$ cat config.mk
export PLATFORM = sky130hd
export DESIGN_NAME = igss_top
export DESIGN_NICKNAME = d
export VERILOG_FILES = /design/src/design/igss_pkg.sv /design/src/design/igss_top.sv
export SDC_FILE = /design/constraint.sdc
export NUM_CORES = 2
export LEC_CHECK = 0
export BUFFER_PORTS_ARGS = -buffer_cell sky130_fd_sc_hd__buf_4
export CAP_MARGIN = 20
export CELL_PAD_IN_SITES_DETAIL_PLACEMENT = 0
export CELL_PAD_IN_SITES_GLOBAL_PLACEMENT = 2
export CORE_MARGIN = 1
export CORE_UTILIZATION = 36
export DETAILED_ROUTE_END_ITERATION = 8
export PLACE_DENSITY_LB_ADDON = 0.1
export SLEW_MARGIN = 20
export SYNTH_ARGS = -nofsm -noshare
export SYNTH_HDL_FRONTEND = slang
export SYNTH_SLANG_ARGS = --single-unit
$ cat constraint.sdc
create_clock -name clk_i -period 4.95 [get_ports clk_i]
set_input_delay 1.485 -clock clk_i [delete_from_list [all_inputs] [get_ports clk_i]]
set_output_delay 1.485 -clock clk_i [all_outputs]
set_load 0.005 [all_outputs]
$ cat src/design/igss_pkg.sv
// Constants, register layouts and carrier types of the interrupt group and signaling block.
package igss_pkg;
  localparam int N_SOFT   = 16;
  localparam int N_LOCAL  = 32;
  localparam int N_SHR    = 32;
  localparam int N_MSG    = 8;
  localparam int SHR_BASE = 32;
  localparam int MSG_BASE = 64;
  localparam int N_IRQ    = 72;
  localparam logic [6:0] ID_SPUR = 7'h7f;
  // Byte addresses of the word registers.
  localparam logic [7:0] OFS_CTRL   = 8'h00;
  localparam logic [7:0] OFS_PECFG  = 8'h04;
  localparam logic [7:0] OFS_ROUTE  = 8'h08;
  localparam logic [7:0] OFS_CPUEN  = 8'h0c;
  localparam logic [7:0] OFS_BP     = 8'h10;
  localparam logic [7:0] OFS_NSACC  = 8'h14;
  localparam logic [7:0] OFS_LSET   = 8'h18;
  localparam logic [7:0] OFS_LCLR   = 8'h1c;
  localparam logic [7:0] OFS_LGRP   = 8'h20;
  localparam logic [7:0] OFS_LMOD   = 8'h24;
  localparam logic [7:0] OFS_SSET   = 8'h28;
  localparam logic [7:0] OFS_SCLR   = 8'h2c;
  localparam logic [7:0] OFS_SGRP   = 8'h30;
  localparam logic [7:0] OFS_SMOD   = 8'h34;
  localparam logic [7:0] OFS_DSET0  = 8'h38;
  localparam logic [7:0] OFS_DCLR0  = 8'h3c;
  localparam logic [7:0] OFS_ACK    = 8'h40;
  localparam logic [7:0] OFS_EOI    = 8'h44;
  localparam logic [7:0] OFS_STAT   = 8'h48;
  localparam logic [7:0] OFS_MSGEN  = 8'h4c;
  localparam logic [7:0] OFS_MSGPND = 8'h50;
  // Exception levels and soft interrupt generation register kinds.
  localparam logic [1:0] LVL_USER   = 2'h0;
  localparam logic [1:0] LVL_KERNEL = 2'h1;
  localparam logic [1:0] LVL_HYP    = 2'h2;
  localparam logic [1:0] LVL_MON    = 2'h3;
  localparam logic [1:0] SGK_G0     = 2'h0;
  localparam logic [1:0] SGK_G1     = 2'h1;
  localparam logic [1:0] SGK_ALIAS  = 2'h2;

  typedef enum logic [1:0] {GRP_G0, GRP_SG1, GRP_NSG1} igss_grp_type;
  typedef enum logic {BUS_IDLE, BUS_ANS} igss_bus_type;

  typedef struct packed {
    logic [25:0] rsvd;
    logic        affinity_on;
    logic        message_irq_on;
    logic        dist_nonsecure_g1_on;
    logic        dist_secure_g1_on;
    logic        dist_group0_on;
    logic        security_split_off;
  } igss_ctrl_type;

  typedef struct packed {
    logic [24:0] rsvd;
    logic        fast_bypass_disable;
    logic        lower_sysreg_allow;
    logic        sysreg_iface_sel;
    logic        monitor_narrow;
    logic        secure_only;
    logic        has_hyp;
    logic        has_monitor;
  } igss_pecfg_type;

  typedef struct packed {
    logic [26:0] rsvd;
    logic        normal_virt_override;
    logic        fast_virt_override;
    logic        nonsecure_select;
    logic        route_normal_to_monitor;
    logic        route_fast_to_monitor;
  } igss_route_type;

  typedef struct packed {
    logic [26:0] rsvd;
    logic        mon_g1ns_on;
    logic        mon_g1s_on;
    logic        cpu_group1_on_ns;
    logic        cpu_group1_on_s;
    logic        cpu_group0_on;
  } igss_cpuen_type;

  typedef struct packed {
    logic [19:0] rsvd;
    logic        shared_bp_nonsecure;
    logic        shared_bp_secure;
    logic        shared_binary_point;
    logic [2:0]  group1_binary_point_ns;
    logic [2:0]  group1_binary_point_s;
    logic [2:0]  group0_binary_point;
  } igss_bp_type;

  typedef struct packed {
    logic [1:0] nroute;
    logic [1:0] froute;
    logic       virt;
    logic       normal;
    logic       fast;
  } igss_lines_type;

  typedef struct packed {
    logic       req;
    logic [1:0] kind;
    logic [3:0] id;
  } igss_sgi_type;

  typedef struct packed {
    igss_bus_type   bus;
    logic [31:0]    rdata;
    igss_ctrl_type  ctrl;
    igss_pecfg_type pecfg;
    igss_route_type route;
    igss_cpuen_type cpuen;
    igss_bp_type    bp;
    logic [1:0]     nsacc;
    logic [N_IRQ-1:0] en;
    logic [MSG_BASE-1:0] grp;
    logic [MSG_BASE-1:0] modf;
    logic [N_SOFT-1:0] soft_pend;
    logic [N_MSG-1:0]  msg_pend;
    logic [N_IRQ-1:0]  act;
    igss_lines_type    lines;
    logic              sgi_done;
    logic              sgi_trap;
    logic              sgi_refused;
  } igss_state_type;

  localparam igss_state_type ST_RST = '0;
endpackage

$ cat src/design/igss_top.sv
// Group, security and request line logic of one CPU interface with its distributor gates.
`timescale 1ns/1ps
module igss_top
  import igss_pkg::*;
#(
  parameter bit SOFT_ALWAYS_ON = 1'b0
)
(
  input  wire logic           clk_i,
  input  wire logic           rst_n_i,
  input  wire logic [7:0]     avs_address_i,
  input  wire logic           avs_read_i,
  input  wire logic           avs_write_i,
  input  wire logic [31:0]    avs_writedata_i,
  input  wire logic [3:0]     avs_byteenable_i,
  output logic [31:0]         avs_readdata_o,
  output logic                avs_waitrequest_o,
  input  wire logic           req_nonsecure_i,
  input  wire logic [1:0]     pe_level_i,
  input  wire logic [15:0]    priv_irq_i,
  input  wire logic [31:0]    shr_irq_i,
  input  wire logic [N_MSG-1:0] msg_set_i,
  input  wire igss_sgi_type   sgi_i,
  output igss_lines_type      lines_o,
  output logic                sgi_done_o,
  output logic                sgi_trap_o,
  output logic                sgi_refused_o
);

  igss_state_type s_q;
  igss_state_type s_d;
  logic           mon;
  logic           ds;
  logic           e_ns;
  logic           e_rf;
  logic           e_rn;
  logic           e_g0;
  logic           e_g1s;
  logic           e_g1ns;
  logic           cur_sec;
  logic           virt;
  logic           hp_valid;
  logic           dok;
  logic           cok;
  logic           allow;
  logic [6:0]     hp_id;
  logic [6:0]     id;
  logic [31:0]    m;
  logic [31:0]    w;
  logic [31:0]    rd;
  logic [2:0]     bp_s;
  logic [2:0]     bp_ns;
  logic [N_IRQ-1:0] pend;
  logic [N_IRQ-1:0] elig;
  logic [N_IRQ-1:0] nsm;
  igss_grp_type   cls_raw [N_IRQ];
  igss_grp_type   cls_cpu [N_IRQ];
  igss_grp_type   hp_cls;
  igss_grp_type   hp_raw;
  igss_grp_type   tgt;

  // Byte-lane merge of a plain register write.
  function automatic logic [31:0] mrg(input logic [31:0] o, input logic [31:0] d,
                                      input logic [31:0] k);
    mrg = (o & ~k) | (d & k);
  endfunction

  // Next-state logic: effective configuration, selection, lines, soft generation and bus.
  always_comb
  begin
    s_d = s_q;
    mon = s_q.pecfg.has_monitor;
    ds = s_q.ctrl.security_split_off;
    e_ns = s_q.route.nonsecure_select;
    e_rf = s_q.route.route_fast_to_monitor;
    e_rn = s_q.route.route_normal_to_monitor;
    e_g0 = s_q.cpuen.cpu_group0_on;
    e_g1s = s_q.cpuen.cpu_group1_on_s & s_q.cpuen.mon_g1s_on;
    e_g1ns = s_q.cpuen.cpu_group1_on_ns & s_q.cpuen.mon_g1ns_on;
    if (!mon && ds)
    begin
      e_ns = 1'b1;
      e_rf = 1'b0;
      e_rn = 1'b0;
    end
    else if (!mon && !s_q.pecfg.secure_only)
    begin
      e_ns = 1'b1;
      e_rf = 1'b1;
      e_rn = 1'b0;
      e_g0 = 1'b0;
      e_g1s = 1'b0;
    end
    else if (!mon)
    begin
      e_ns = 1'b0;
      e_rf = 1'b0;
      e_rn = 1'b0;
      e_g1ns = 1'b0;
    end
    cur_sec = (pe_level_i == LVL_MON) || !e_ns;
    virt = e_ns && (s_q.route.fast_virt_override || s_q.route.normal_virt_override);
    hp_valid = 1'b0;
    hp_id = ID_SPUR;
    hp_cls = GRP_G0;
    hp_raw = GRP_G0;
    dok = 1'b0;
    cok = 1'b0;
    // Per-interrupt group, pending source, gating and lowest-index selection.
    for (int i = 0; i < N_IRQ; i++)
    begin
      if (i >= MSG_BASE || s_q.grp[i % MSG_BASE])
        cls_raw[i] = GRP_NSG1;
      else if (s_q.modf[i % MSG_BASE] && !ds)
        cls_raw[i] = GRP_SG1;
      else
        cls_raw[i] = GRP_G0;
      if (cls_raw[i] == GRP_SG1 && (!mon || !s_q.pecfg.sysreg_iface_sel))
        cls_cpu[i] = GRP_G0;
      else
        cls_cpu[i] = cls_raw[i];
      case (cls_raw[i])
        GRP_G0:   dok = s_q.ctrl.dist_group0_on;
        GRP_SG1:  dok = s_q.ctrl.dist_secure_g1_on;
        default:  dok = s_q.ctrl.dist_nonsecure_g1_on;
      endcase
      case (cls_cpu[i])
        GRP_G0:   cok = e_g0;
        GRP_SG1:  cok = e_g1s;
        default:  cok = e_g1ns;
      endcase
      if (i < N_SOFT)
        pend[i] = s_q.soft_pend[i];
      else if (i < N_LOCAL)
        pend[i] = priv_irq_i[i - N_SOFT];
      else if (i < MSG_BASE)
        pend[i] = shr_irq_i[i - SHR_BASE];
      else
        pend[i] = s_q.msg_pend[i - MSG_BASE];
      elig[i] = pend[i] && s_q.en[i] && !s_q.act[i] && dok && cok;
      nsm[i] = ds || !req_nonsecure_i || cls_raw[i] == GRP_NSG1;
      if (elig[i] && !hp_valid)
      begin
        hp_valid = 1'b1;
        hp_id = 7'(i);
        hp_cls = cls_cpu[i];
        hp_raw = cls_raw[i];
      end
    end
    // Request line choice for the selected interrupt, registered every cycle.
    s_d.lines.fast = 1'b0;
    s_d.lines.normal = 1'b0;
    if (hp_valid)
    begin
      if (hp_cls == GRP_G0)
        s_d.lines.fast = 1'b1;
      else if (ds || !mon)
        s_d.lines.normal = 1'b1;
      else if (((hp_cls == GRP_SG1) != cur_sec) ||
               (pe_level_i == LVL_MON && !s_q.pecfg.monitor_narrow))
        s_d.lines.fast = 1'b1;
      else
        s_d.lines.normal = 1'b1;
    end
    s_d.lines.virt = virt && (pe_level_i == LVL_KERNEL);
    s_d.lines.froute = e_rf ? LVL_MON :
                       (e_ns && s_q.route.fast_virt_override) ? LVL_HYP : LVL_KERNEL;
    s_d.lines.nroute = e_rn ? LVL_MON :
                       (e_ns && s_q.route.normal_virt_override) ? LVL_HYP : LVL_KERNEL;
    // Effective binary points per security state.
    bp_s = (s_q.bp.shared_bp_secure || (s_q.bp.shared_binary_point && cur_sec)) ?
           s_q.bp.group0_binary_point : s_q.bp.group1_binary_point_s;
    bp_ns = (s_q.bp.shared_bp_nonsecure || (s_q.bp.shared_binary_point && !cur_sec)) ?
            s_q.bp.group0_binary_point : s_q.bp.group1_binary_point_ns;
    // Read multiplexer, captured when the access is accepted.
    rd = '0;
    case (avs_address_i)
      OFS_CTRL:   rd = s_q.ctrl;
      OFS_PECFG:  rd = s_q.pecfg;
      OFS_ROUTE:  rd = s_q.route;
      OFS_CPUEN:  rd = s_q.cpuen;
      OFS_BP:     rd = s_q.bp;
      OFS_NSACC:  rd = {30'h00000000, s_q.nsacc};
      OFS_LSET, OFS_LCLR, OFS_DSET0, OFS_DCLR0:
        rd = s_q.en[N_LOCAL-1:0] & nsm[N_LOCAL-1:0];
      OFS_LGRP:   rd = s_q.grp[N_LOCAL-1:0] & nsm[N_LOCAL-1:0];
      OFS_LMOD:   rd = s_q.modf[N_LOCAL-1:0] & nsm[N_LOCAL-1:0];
      OFS_SSET, OFS_SCLR:
        rd = s_q.en[SHR_BASE +: N_SHR] & nsm[SHR_BASE +: N_SHR];
      OFS_SGRP:   rd = s_q.grp[SHR_BASE +: N_SHR] & nsm[SHR_BASE +: N_SHR];
      OFS_SMOD:   rd = s_q.modf[SHR_BASE +: N_SHR] & nsm[SHR_BASE +: N_SHR];
      OFS_ACK:
        rd = {25'h0000000, (hp_valid && (ds || !req_nonsecure_i || hp_raw == GRP_NSG1)) ?
              hp_id : ID_SPUR};
      OFS_STAT:   rd = {11'h000, bp_ns, bp_s, s_q.lines, hp_valid, hp_id};
      OFS_MSGEN:  rd = {24'h000000, s_q.en[MSG_BASE +: N_MSG]};
      OFS_MSGPND: rd = {24'h000000, s_q.msg_pend};
      default:    rd = '0;
    endcase
    m = {{8{avs_byteenable_i[3]}}, {8{avs_byteenable_i[2]}},
         {8{avs_byteenable_i[1]}}, {8{avs_byteenable_i[0]}}};
    w = avs_writedata_i & m;
    id = avs_writedata_i[6:0];
    // Bus sequencing: accept, then answer one cycle later with all write effects.
    case (s_q.bus)
      BUS_IDLE:
      begin
        if (avs_read_i || avs_write_i)
        begin
          s_d.bus = BUS_ANS;
          s_d.rdata = avs_read_i ? rd : '0;
        end
      end
      BUS_ANS:
      begin
        s_d.bus = BUS_IDLE;
        if (avs_read_i && avs_address_i == OFS_ACK && s_q.rdata[6:0] != ID_SPUR)
        begin
          s_d.act[s_q.rdata[6:0]] = 1'b1;
          if (s_q.rdata[6:0] < 7'(N_SOFT))
            s_d.soft_pend[s_q.rdata[3:0]] = 1'b0;
          if (s_q.rdata[6:0] >= 7'(MSG_BASE))
            s_d.msg_pend[s_q.rdata[2:0]] = 1'b0;
        end
        if (avs_write_i)
        begin
          case (avs_address_i)
            OFS_CTRL:
            begin
              s_d.ctrl = igss_ctrl_type'(mrg(s_q.ctrl, avs_writedata_i, m));
              s_d.ctrl.rsvd = '0;
            end
            OFS_PECFG:
            begin
              s_d.pecfg = igss_pecfg_type'(mrg(s_q.pecfg, avs_writedata_i, m));
              s_d.pecfg.rsvd = '0;
            end
            OFS_ROUTE:
            begin
              s_d.route = igss_route_type'(mrg(s_q.route, avs_writedata_i, m));
              s_d.route.rsvd = '0;
            end
            OFS_CPUEN:
            begin
              s_d.cpuen = igss_cpuen_type'(mrg(s_q.cpuen, avs_writedata_i, m));
              s_d.cpuen.rsvd = '0;
            end
            OFS_BP:
            begin
              s_d.bp = igss_bp_type'(mrg(s_q.bp, avs_writedata_i, m));
              s_d.bp.rsvd = '0;
            end
            OFS_NSACC:  s_d.nsacc = 2'(mrg({30'h00000000, s_q.nsacc}, avs_writedata_i, m));
            OFS_LSET:
              if (s_q.ctrl.affinity_on)
                s_d.en[N_LOCAL-1:0] = s_q.en[N_LOCAL-1:0] | (w & nsm[N_LOCAL-1:0]);
            OFS_LCLR:
              if (s_q.ctrl.affinity_on)
                s_d.en[N_LOCAL-1:0] = s_q.en[N_LOCAL-1:0] & ~(w & nsm[N_LOCAL-1:0]);
            OFS_DSET0:
              if (!s_q.ctrl.affinity_on)
                s_d.en[N_LOCAL-1:0] = s_q.en[N_LOCAL-1:0] | (w & nsm[N_LOCAL-1:0]);
            OFS_DCLR0:
              if (!s_q.ctrl.affinity_on)
                s_d.en[N_LOCAL-1:0] = s_q.en[N_LOCAL-1:0] & ~(w & nsm[N_LOCAL-1:0]);
            OFS_SSET:
              s_d.en[SHR_BASE +: N_SHR] = s_q.en[SHR_BASE +: N_SHR] |
                                          (w & nsm[SHR_BASE +: N_SHR]);
            OFS_SCLR:
              s_d.en[SHR_BASE +: N_SHR] = s_q.en[SHR_BASE +: N_SHR] &
                                          ~(w & nsm[SHR_BASE +: N_SHR]);
            OFS_LGRP:   s_d.grp[N_LOCAL-1:0] = mrg(s_q.grp[N_LOCAL-1:0], avs_writedata_i,
                                                   m & nsm[N_LOCAL-1:0]);
            OFS_LMOD:   s_d.modf[N_LOCAL-1:0] = mrg(s_q.modf[N_LOCAL-1:0], avs_writedata_i,
                                                    m & nsm[N_LOCAL-1:0]);
            OFS_SGRP:   s_d.grp[SHR_BASE +: N_SHR] = mrg(s_q.grp[SHR_BASE +: N_SHR],
                                      avs_writedata_i, m & nsm[SHR_BASE +: N_SHR]);
            OFS_SMOD:   s_d.modf[SHR_BASE +: N_SHR] = mrg(s_q.modf[SHR_BASE +: N_SHR],
                                      avs_writedata_i, m & nsm[SHR_BASE +: N_SHR]);
            OFS_EOI:
              if (id < 7'(N_IRQ) && (ds || !req_nonsecure_i || cls_raw[id] == GRP_NSG1))
                s_d.act[id] = 1'b0;
            OFS_MSGEN:  s_d.en[MSG_BASE +: N_MSG] = 8'(mrg({24'h000000, s_q.en[MSG_BASE +: N_MSG]},
                                                       avs_writedata_i, m));
            OFS_MSGPND: s_d.msg_pend = s_q.msg_pend & ~w[N_MSG-1:0];
            default:    s_d.bus = BUS_IDLE;
          endcase
        end
      end
      default:    s_d.bus = BUS_IDLE;
    endcase
    if (SOFT_ALWAYS_ON)
      s_d.en[N_SOFT-1:0] = '1;
    // Soft interrupt generation; a set after a clear in the same cycle wins.
    s_d.sgi_done = 1'b0;
    s_d.sgi_trap = 1'b0;
    s_d.sgi_refused = 1'b0;
    tgt = GRP_G0;
    allow = 1'b0;
    if (sgi_i.req)
    begin
      if (ds)
        tgt = (sgi_i.kind == SGK_G0) ? GRP_G0 : GRP_NSG1;
      else if (sgi_i.kind == SGK_G1)
        tgt = cur_sec ? GRP_SG1 : GRP_NSG1;
      else if (sgi_i.kind == SGK_ALIAS)
        tgt = cur_sec ? GRP_NSG1 : GRP_SG1;
      allow = ds || cur_sec || sgi_i.kind == SGK_G1 ||
              (sgi_i.kind == SGK_G0 && s_q.nsacc[0]) ||
              (sgi_i.kind == SGK_ALIAS && s_q.nsacc[1]);
      if (pe_level_i == LVL_KERNEL && virt)
        s_d.sgi_trap = 1'b1;
      else if (allow && cls_raw[sgi_i.id] == tgt)
      begin
        s_d.soft_pend[sgi_i.id] = 1'b1;
        s_d.sgi_done = 1'b1;
      end
      else
        s_d.sgi_refused = 1'b1;
    end
    if (s_q.ctrl.message_irq_on)
      s_d.msg_pend = s_d.msg_pend | msg_set_i;
  end

  // State register with synchronous reset.
  always_ff @(posedge clk_i)
  begin
    if (!rst_n_i)
      s_q <= ST_RST;
    else
      s_q <= s_d;
  end

  // Bus handshake and registered outputs.
  assign avs_waitrequest_o = (avs_read_i || avs_write_i) && s_q.bus != BUS_ANS;
  assign avs_readdata_o = s_q.rdata;
  assign lines_o = s_q.lines;
  assign sgi_done_o = s_q.sgi_done;
  assign sgi_trap_o = s_q.sgi_trap;
  assign sgi_refused_o = s_q.sgi_refused;
endmodule

==> metrics.md <==
| Metric | Value |
|---|---|
| Number of cells traversed by the worst hold path | `2` |
| Cell Pwr Density | `around 240 nW/µm²` |
| Post-route total power | `7.26 mW` |
| Cell with the most instances after synthesis | `sky130_fd_sc_hd__nor2_1` |
| Die ar. | `72300 µm²` |
| Status | `complete, no violations` |
| Post-detailed-route wirelength per cell | `34.2 µm` |
| Number of CTS-inserted buffers | `46` |
| Top FF cell, synth | `sky130_fd_sc_hd__dfxtp_1` |
| Sinks on Clock Net | `376` |
| Number of global-route vias before repair | `a little under 30000` |
| Slack of the worst reg-to-reg path | `about 0.18 ns` |
| DIE WIDTH | `269 µm` |
| Mapped cell area | `about 26000 µm²` |
| Reported leakage power | `approximately 11 nW` |
| Router iterations before antenna repair | `6` |
| Post-synth EDFFs | `0` |
| Maximum fanout count along the critical path | `13` |
| GRT Resource Usage Total | `0.435` |
| Critical setup path kind | `reg -> reg` |
| HPWL after detailed placement | `about 120000 µm` |
| Cell count after placement | `4632` |
| Yosys warnings | `0` |
| Post-placement worst setup slack | `-0.231 ns` |
| Slew margin rel. | `0.144` |
| Final clock skew | `0.0320 ns` |
| Global route total overflow | `0` |
| Share of the yosys chip area belonging to registers | `0.293` |
| Critical path endpoint category | `flip-flop` |
| Post-synthesis cell count | `between 3000 and 4000` |
| Fin worst setup slack | `roughly 0.18 ns` |
| Synth unique cells | `roughly 110` |
| Slew at the pin with the worst max-slew slack | `between 1 and 1.5 ns` |
| Seq cells post-synth | `376` |
| Final net count | `approximately 3900` |
| Area growth from synthesis to layout | `20.4%` |
| GP Congestion | `roughly 1.1` |
| Total nets after synthesis | `roughly 3700` |
| Data arrival, critical path | `between 5 and 6 ns` |
| DRC errors left | `0` |
| Maximum operating frequency | `approximately 0.21 GHz` |
| Clock tree root buffer cell | `sky130_fd_sc_hd__clkbuf_16` |
| Final-layout setup total negative slack | `0 ns` |
| Share of the clock period used by the worst path | `0.964` |
| H-Tree Level Count | `2` |
| Post-synth top area share | `0.293` |
| Maximum vdd ir drop | `between 200 and 300 µV` |
| Worst endpoint required time | `5.49 ns` |
| Endpoint of the worst hold-timing path | `avs_readdata_o[11]` |
| TritonCTS clock tree | `done` |
| Critical register-to-register path endpoint | `avs_readdata_o[6]` |
| Pin count of the biggest net entering global routing | `96` |
| Share of post-route cells with drive strength above 1 | `0.182` |
| Sum of routed wire length over all layers | `roughly 160000 µm` |
| Remaining antenna violation count | `0` |
| Post-synthesis area per instance | `7.21 µm²` |
| Total I/O pin count | `~160` |
| Insertion delay of the later-clocked pin in the worst-skew pair | `0.63 ns` |
| R2R depth | `16` |
| Starting density of the core | `0.365` |
| Final hold violation count | `0` |
| Ranking of synthesized cells by area | `sky130_fd_sc_hd__dfxtp_1, sky130_fd_sc_hd__o21ai_0, sky130_fd_sc_hd__a21oi_1, sky130_fd_sc_hd__nor2_1, sky130_fd_sc_hd__nand2_1` |
| Row count | `97` |
| Class of the tightest hold or removal check | `reg -> reg` |
| Post-layout minimum cycle time | `between 4 and 5 ns` |
| Min Hold Slack | `between 0.4 and 0.5 ns` |
| Clock-pin slew on the worst setup and hold paths | `approximately 0.060 ns` |
| Maximum Capacitance Violations | `0` |
| IO Port Bufs | `roughly 160` |
| Type of origin of the critical path | `flip-flop` |
| # setup viols final | `0` |
| RSZ-0062 raised after global routing | `false` |
| Iter 0 DRT Violations | `4432` |
| Max-slew violation count | `0` |
| Via count of the routed design | `about 32000` |
| Global-route wire length before repair | `approximately 220000 µm` |
| Ratio of routed vias to standard cells | `~6.7` |
| Fraction of synthesis flops using an asynchronous set or reset pin | `0` |
| Total of fill cells in the finished design | `7206` |
| Cell accounting for the most synthesized area | `sky130_fd_sc_hd__dfxtp_1` |
| Count of placed standard cells in the final layout, fillers left out | `4718` |
| Height of the die | `269 µm` |
| CTS max path bufs | `3` |
| Antenna violations before repair | `12` |
| Worst hold path startpoint | `avs_readdata_o[11]` |
| Core region area | `70300 µm²` |
| Top post-synthesis cells by count | `sky130_fd_sc_hd__nor2_1, sky130_fd_sc_hd__o21ai_0, sky130_fd_sc_hd__a21oi_1, sky130_fd_sc_hd__dfxtp_1, sky130_fd_sc_hd__nand2_1` |
==> power breakdown <==
part	internal [mW]	switching [mW]
Combinational	0.133	0.363
Sequential	3.03	0.00554
Clock	2.20	1.53
Total	5.36	1.90
==> per-stage QoR <==
stage	utilization	area (µm²)
finish	0.439	30900
global route	0.439	30900
CTS	0.438	30800
detailed placement	0.415	29200
global placement	0.415	29200
floorplan	-	25700
==> layer usage <==
layer  track usage  vias to the layer above  part of all wire
li1              -                    13518                 -
met1         0.533                    15350              0.38
met2         0.648                     2230              0.42
met3         0.137                      521              0.12
met4         0.298                        6             0.078
met5      0.000676                        -           0.00024
==> logic make-up after synthesis <==
group,synth area share
buffers and inverters,0.0664
AND/OR/NAND/NOR,0.267
multiplexers,0.0488
flip-flops,0.293
AO/OA/AOI/OAI,0.325
XOR/XNOR,0.000341
==> layout by cell type (no fill, tap or decap), types with 23 or more instances in the layout <==
cell and instances:
sky130_fd_sc_hd__buf_4 468, sky130_fd_sc_hd__nor2_1 420, sky130_fd_sc_hd__o21ai_0 405, sky130_fd_sc_hd__a21oi_1 376, sky130_fd_sc_hd__dfxtp_1 374, sky130_fd_sc_hd__nand2_1 340, sky130_fd_sc_hd__nor3_1 107, sky130_fd_sc_hd__nand3_1 106
sky130_fd_sc_hd__mux2i_1 88, sky130_fd_sc_hd__nand3b_1 62, sky130_fd_sc_hd__o2111ai_1 60, sky130_fd_sc_hd__nor2b_1 54, sky130_fd_sc_hd__a22o_1 47, sky130_fd_sc_hd__clkbuf_16 47, sky130_fd_sc_hd__o211ai_1 44, sky130_fd_sc_hd__a211oi_1 40
sky130_fd_sc_hd__a22oi_1 38, sky130_fd_sc_hd__nand2b_1 36, sky130_fd_sc_hd__a31oi_1 34, sky130_fd_sc_hd__inv_1 33, sky130_fd_sc_hd__nand4_1 33, sky130_fd_sc_hd__a211o_1 25, sky130_fd_sc_hd__nor3b_1 23
==> timing repair <==
item / in CTS / in global routing
setup endpoints to repair: 7 / 10
hold buffers: 0 / 0
setup buffers: 0 / 1
pin swaps: 0 / 2
resized for setup: 1 / 14
==> worst max path at each step <==
stage                                   end  slack [ns]
final                     avs_readdata_o[6]        0.18
after global routing      avs_readdata_o[1]       0.005
after CTS                 avs_readdata_o[1]        0.02
after detailed placement  avs_readdata_o[1]       -0.23
after global placement    avs_readdata_o[1]       -0.22
after floorplan           avs_readdata_o[1]        0.29
==> critical path, stage by stage (launching register included) <==
cell                        delay (ns)
sky130_fd_sc_hd__dfxtp_1          0.47
sky130_fd_sc_hd__buf_4            0.25
sky130_fd_sc_hd__and2_1           0.21
sky130_fd_sc_hd__buf_4            0.30
sky130_fd_sc_hd__o211ai_1         0.19
sky130_fd_sc_hd__and4_1           0.29
sky130_fd_sc_hd__a211oi_2         0.26
sky130_fd_sc_hd__and3_1           0.29
sky130_fd_sc_hd__nand3_2          0.15
sky130_fd_sc_hd__or4_4            0.63
sky130_fd_sc_hd__nor4_2           0.36
sky130_fd_sc_hd__o41ai_1          0.14
sky130_fd_sc_hd__buf_4            0.17
sky130_fd_sc_hd__a2111oi_2        0.31
sky130_fd_sc_hd__nor2_1           0.14
sky130_fd_sc_hd__or3_4            0.42
sky130_fd_sc_hd__o21ai_2          0.08
==> area by class of cell <==
type	instances	area, µm²	area share
Multi-Input combinational cell	2797	16600	0.537
Sequential cell	376	7530	0.244
Timing Repair Buffer	485	3840	0.125
Clock buffer	60	1280	0.0416
Tap cell	940	1180	0.0381
Clock inverter	23	328	0.0106
Inverter	35	139	0.00450
Antenna cell	2	5.00	0.000162
Note: power is estimated with default switching activity, not from simulation.
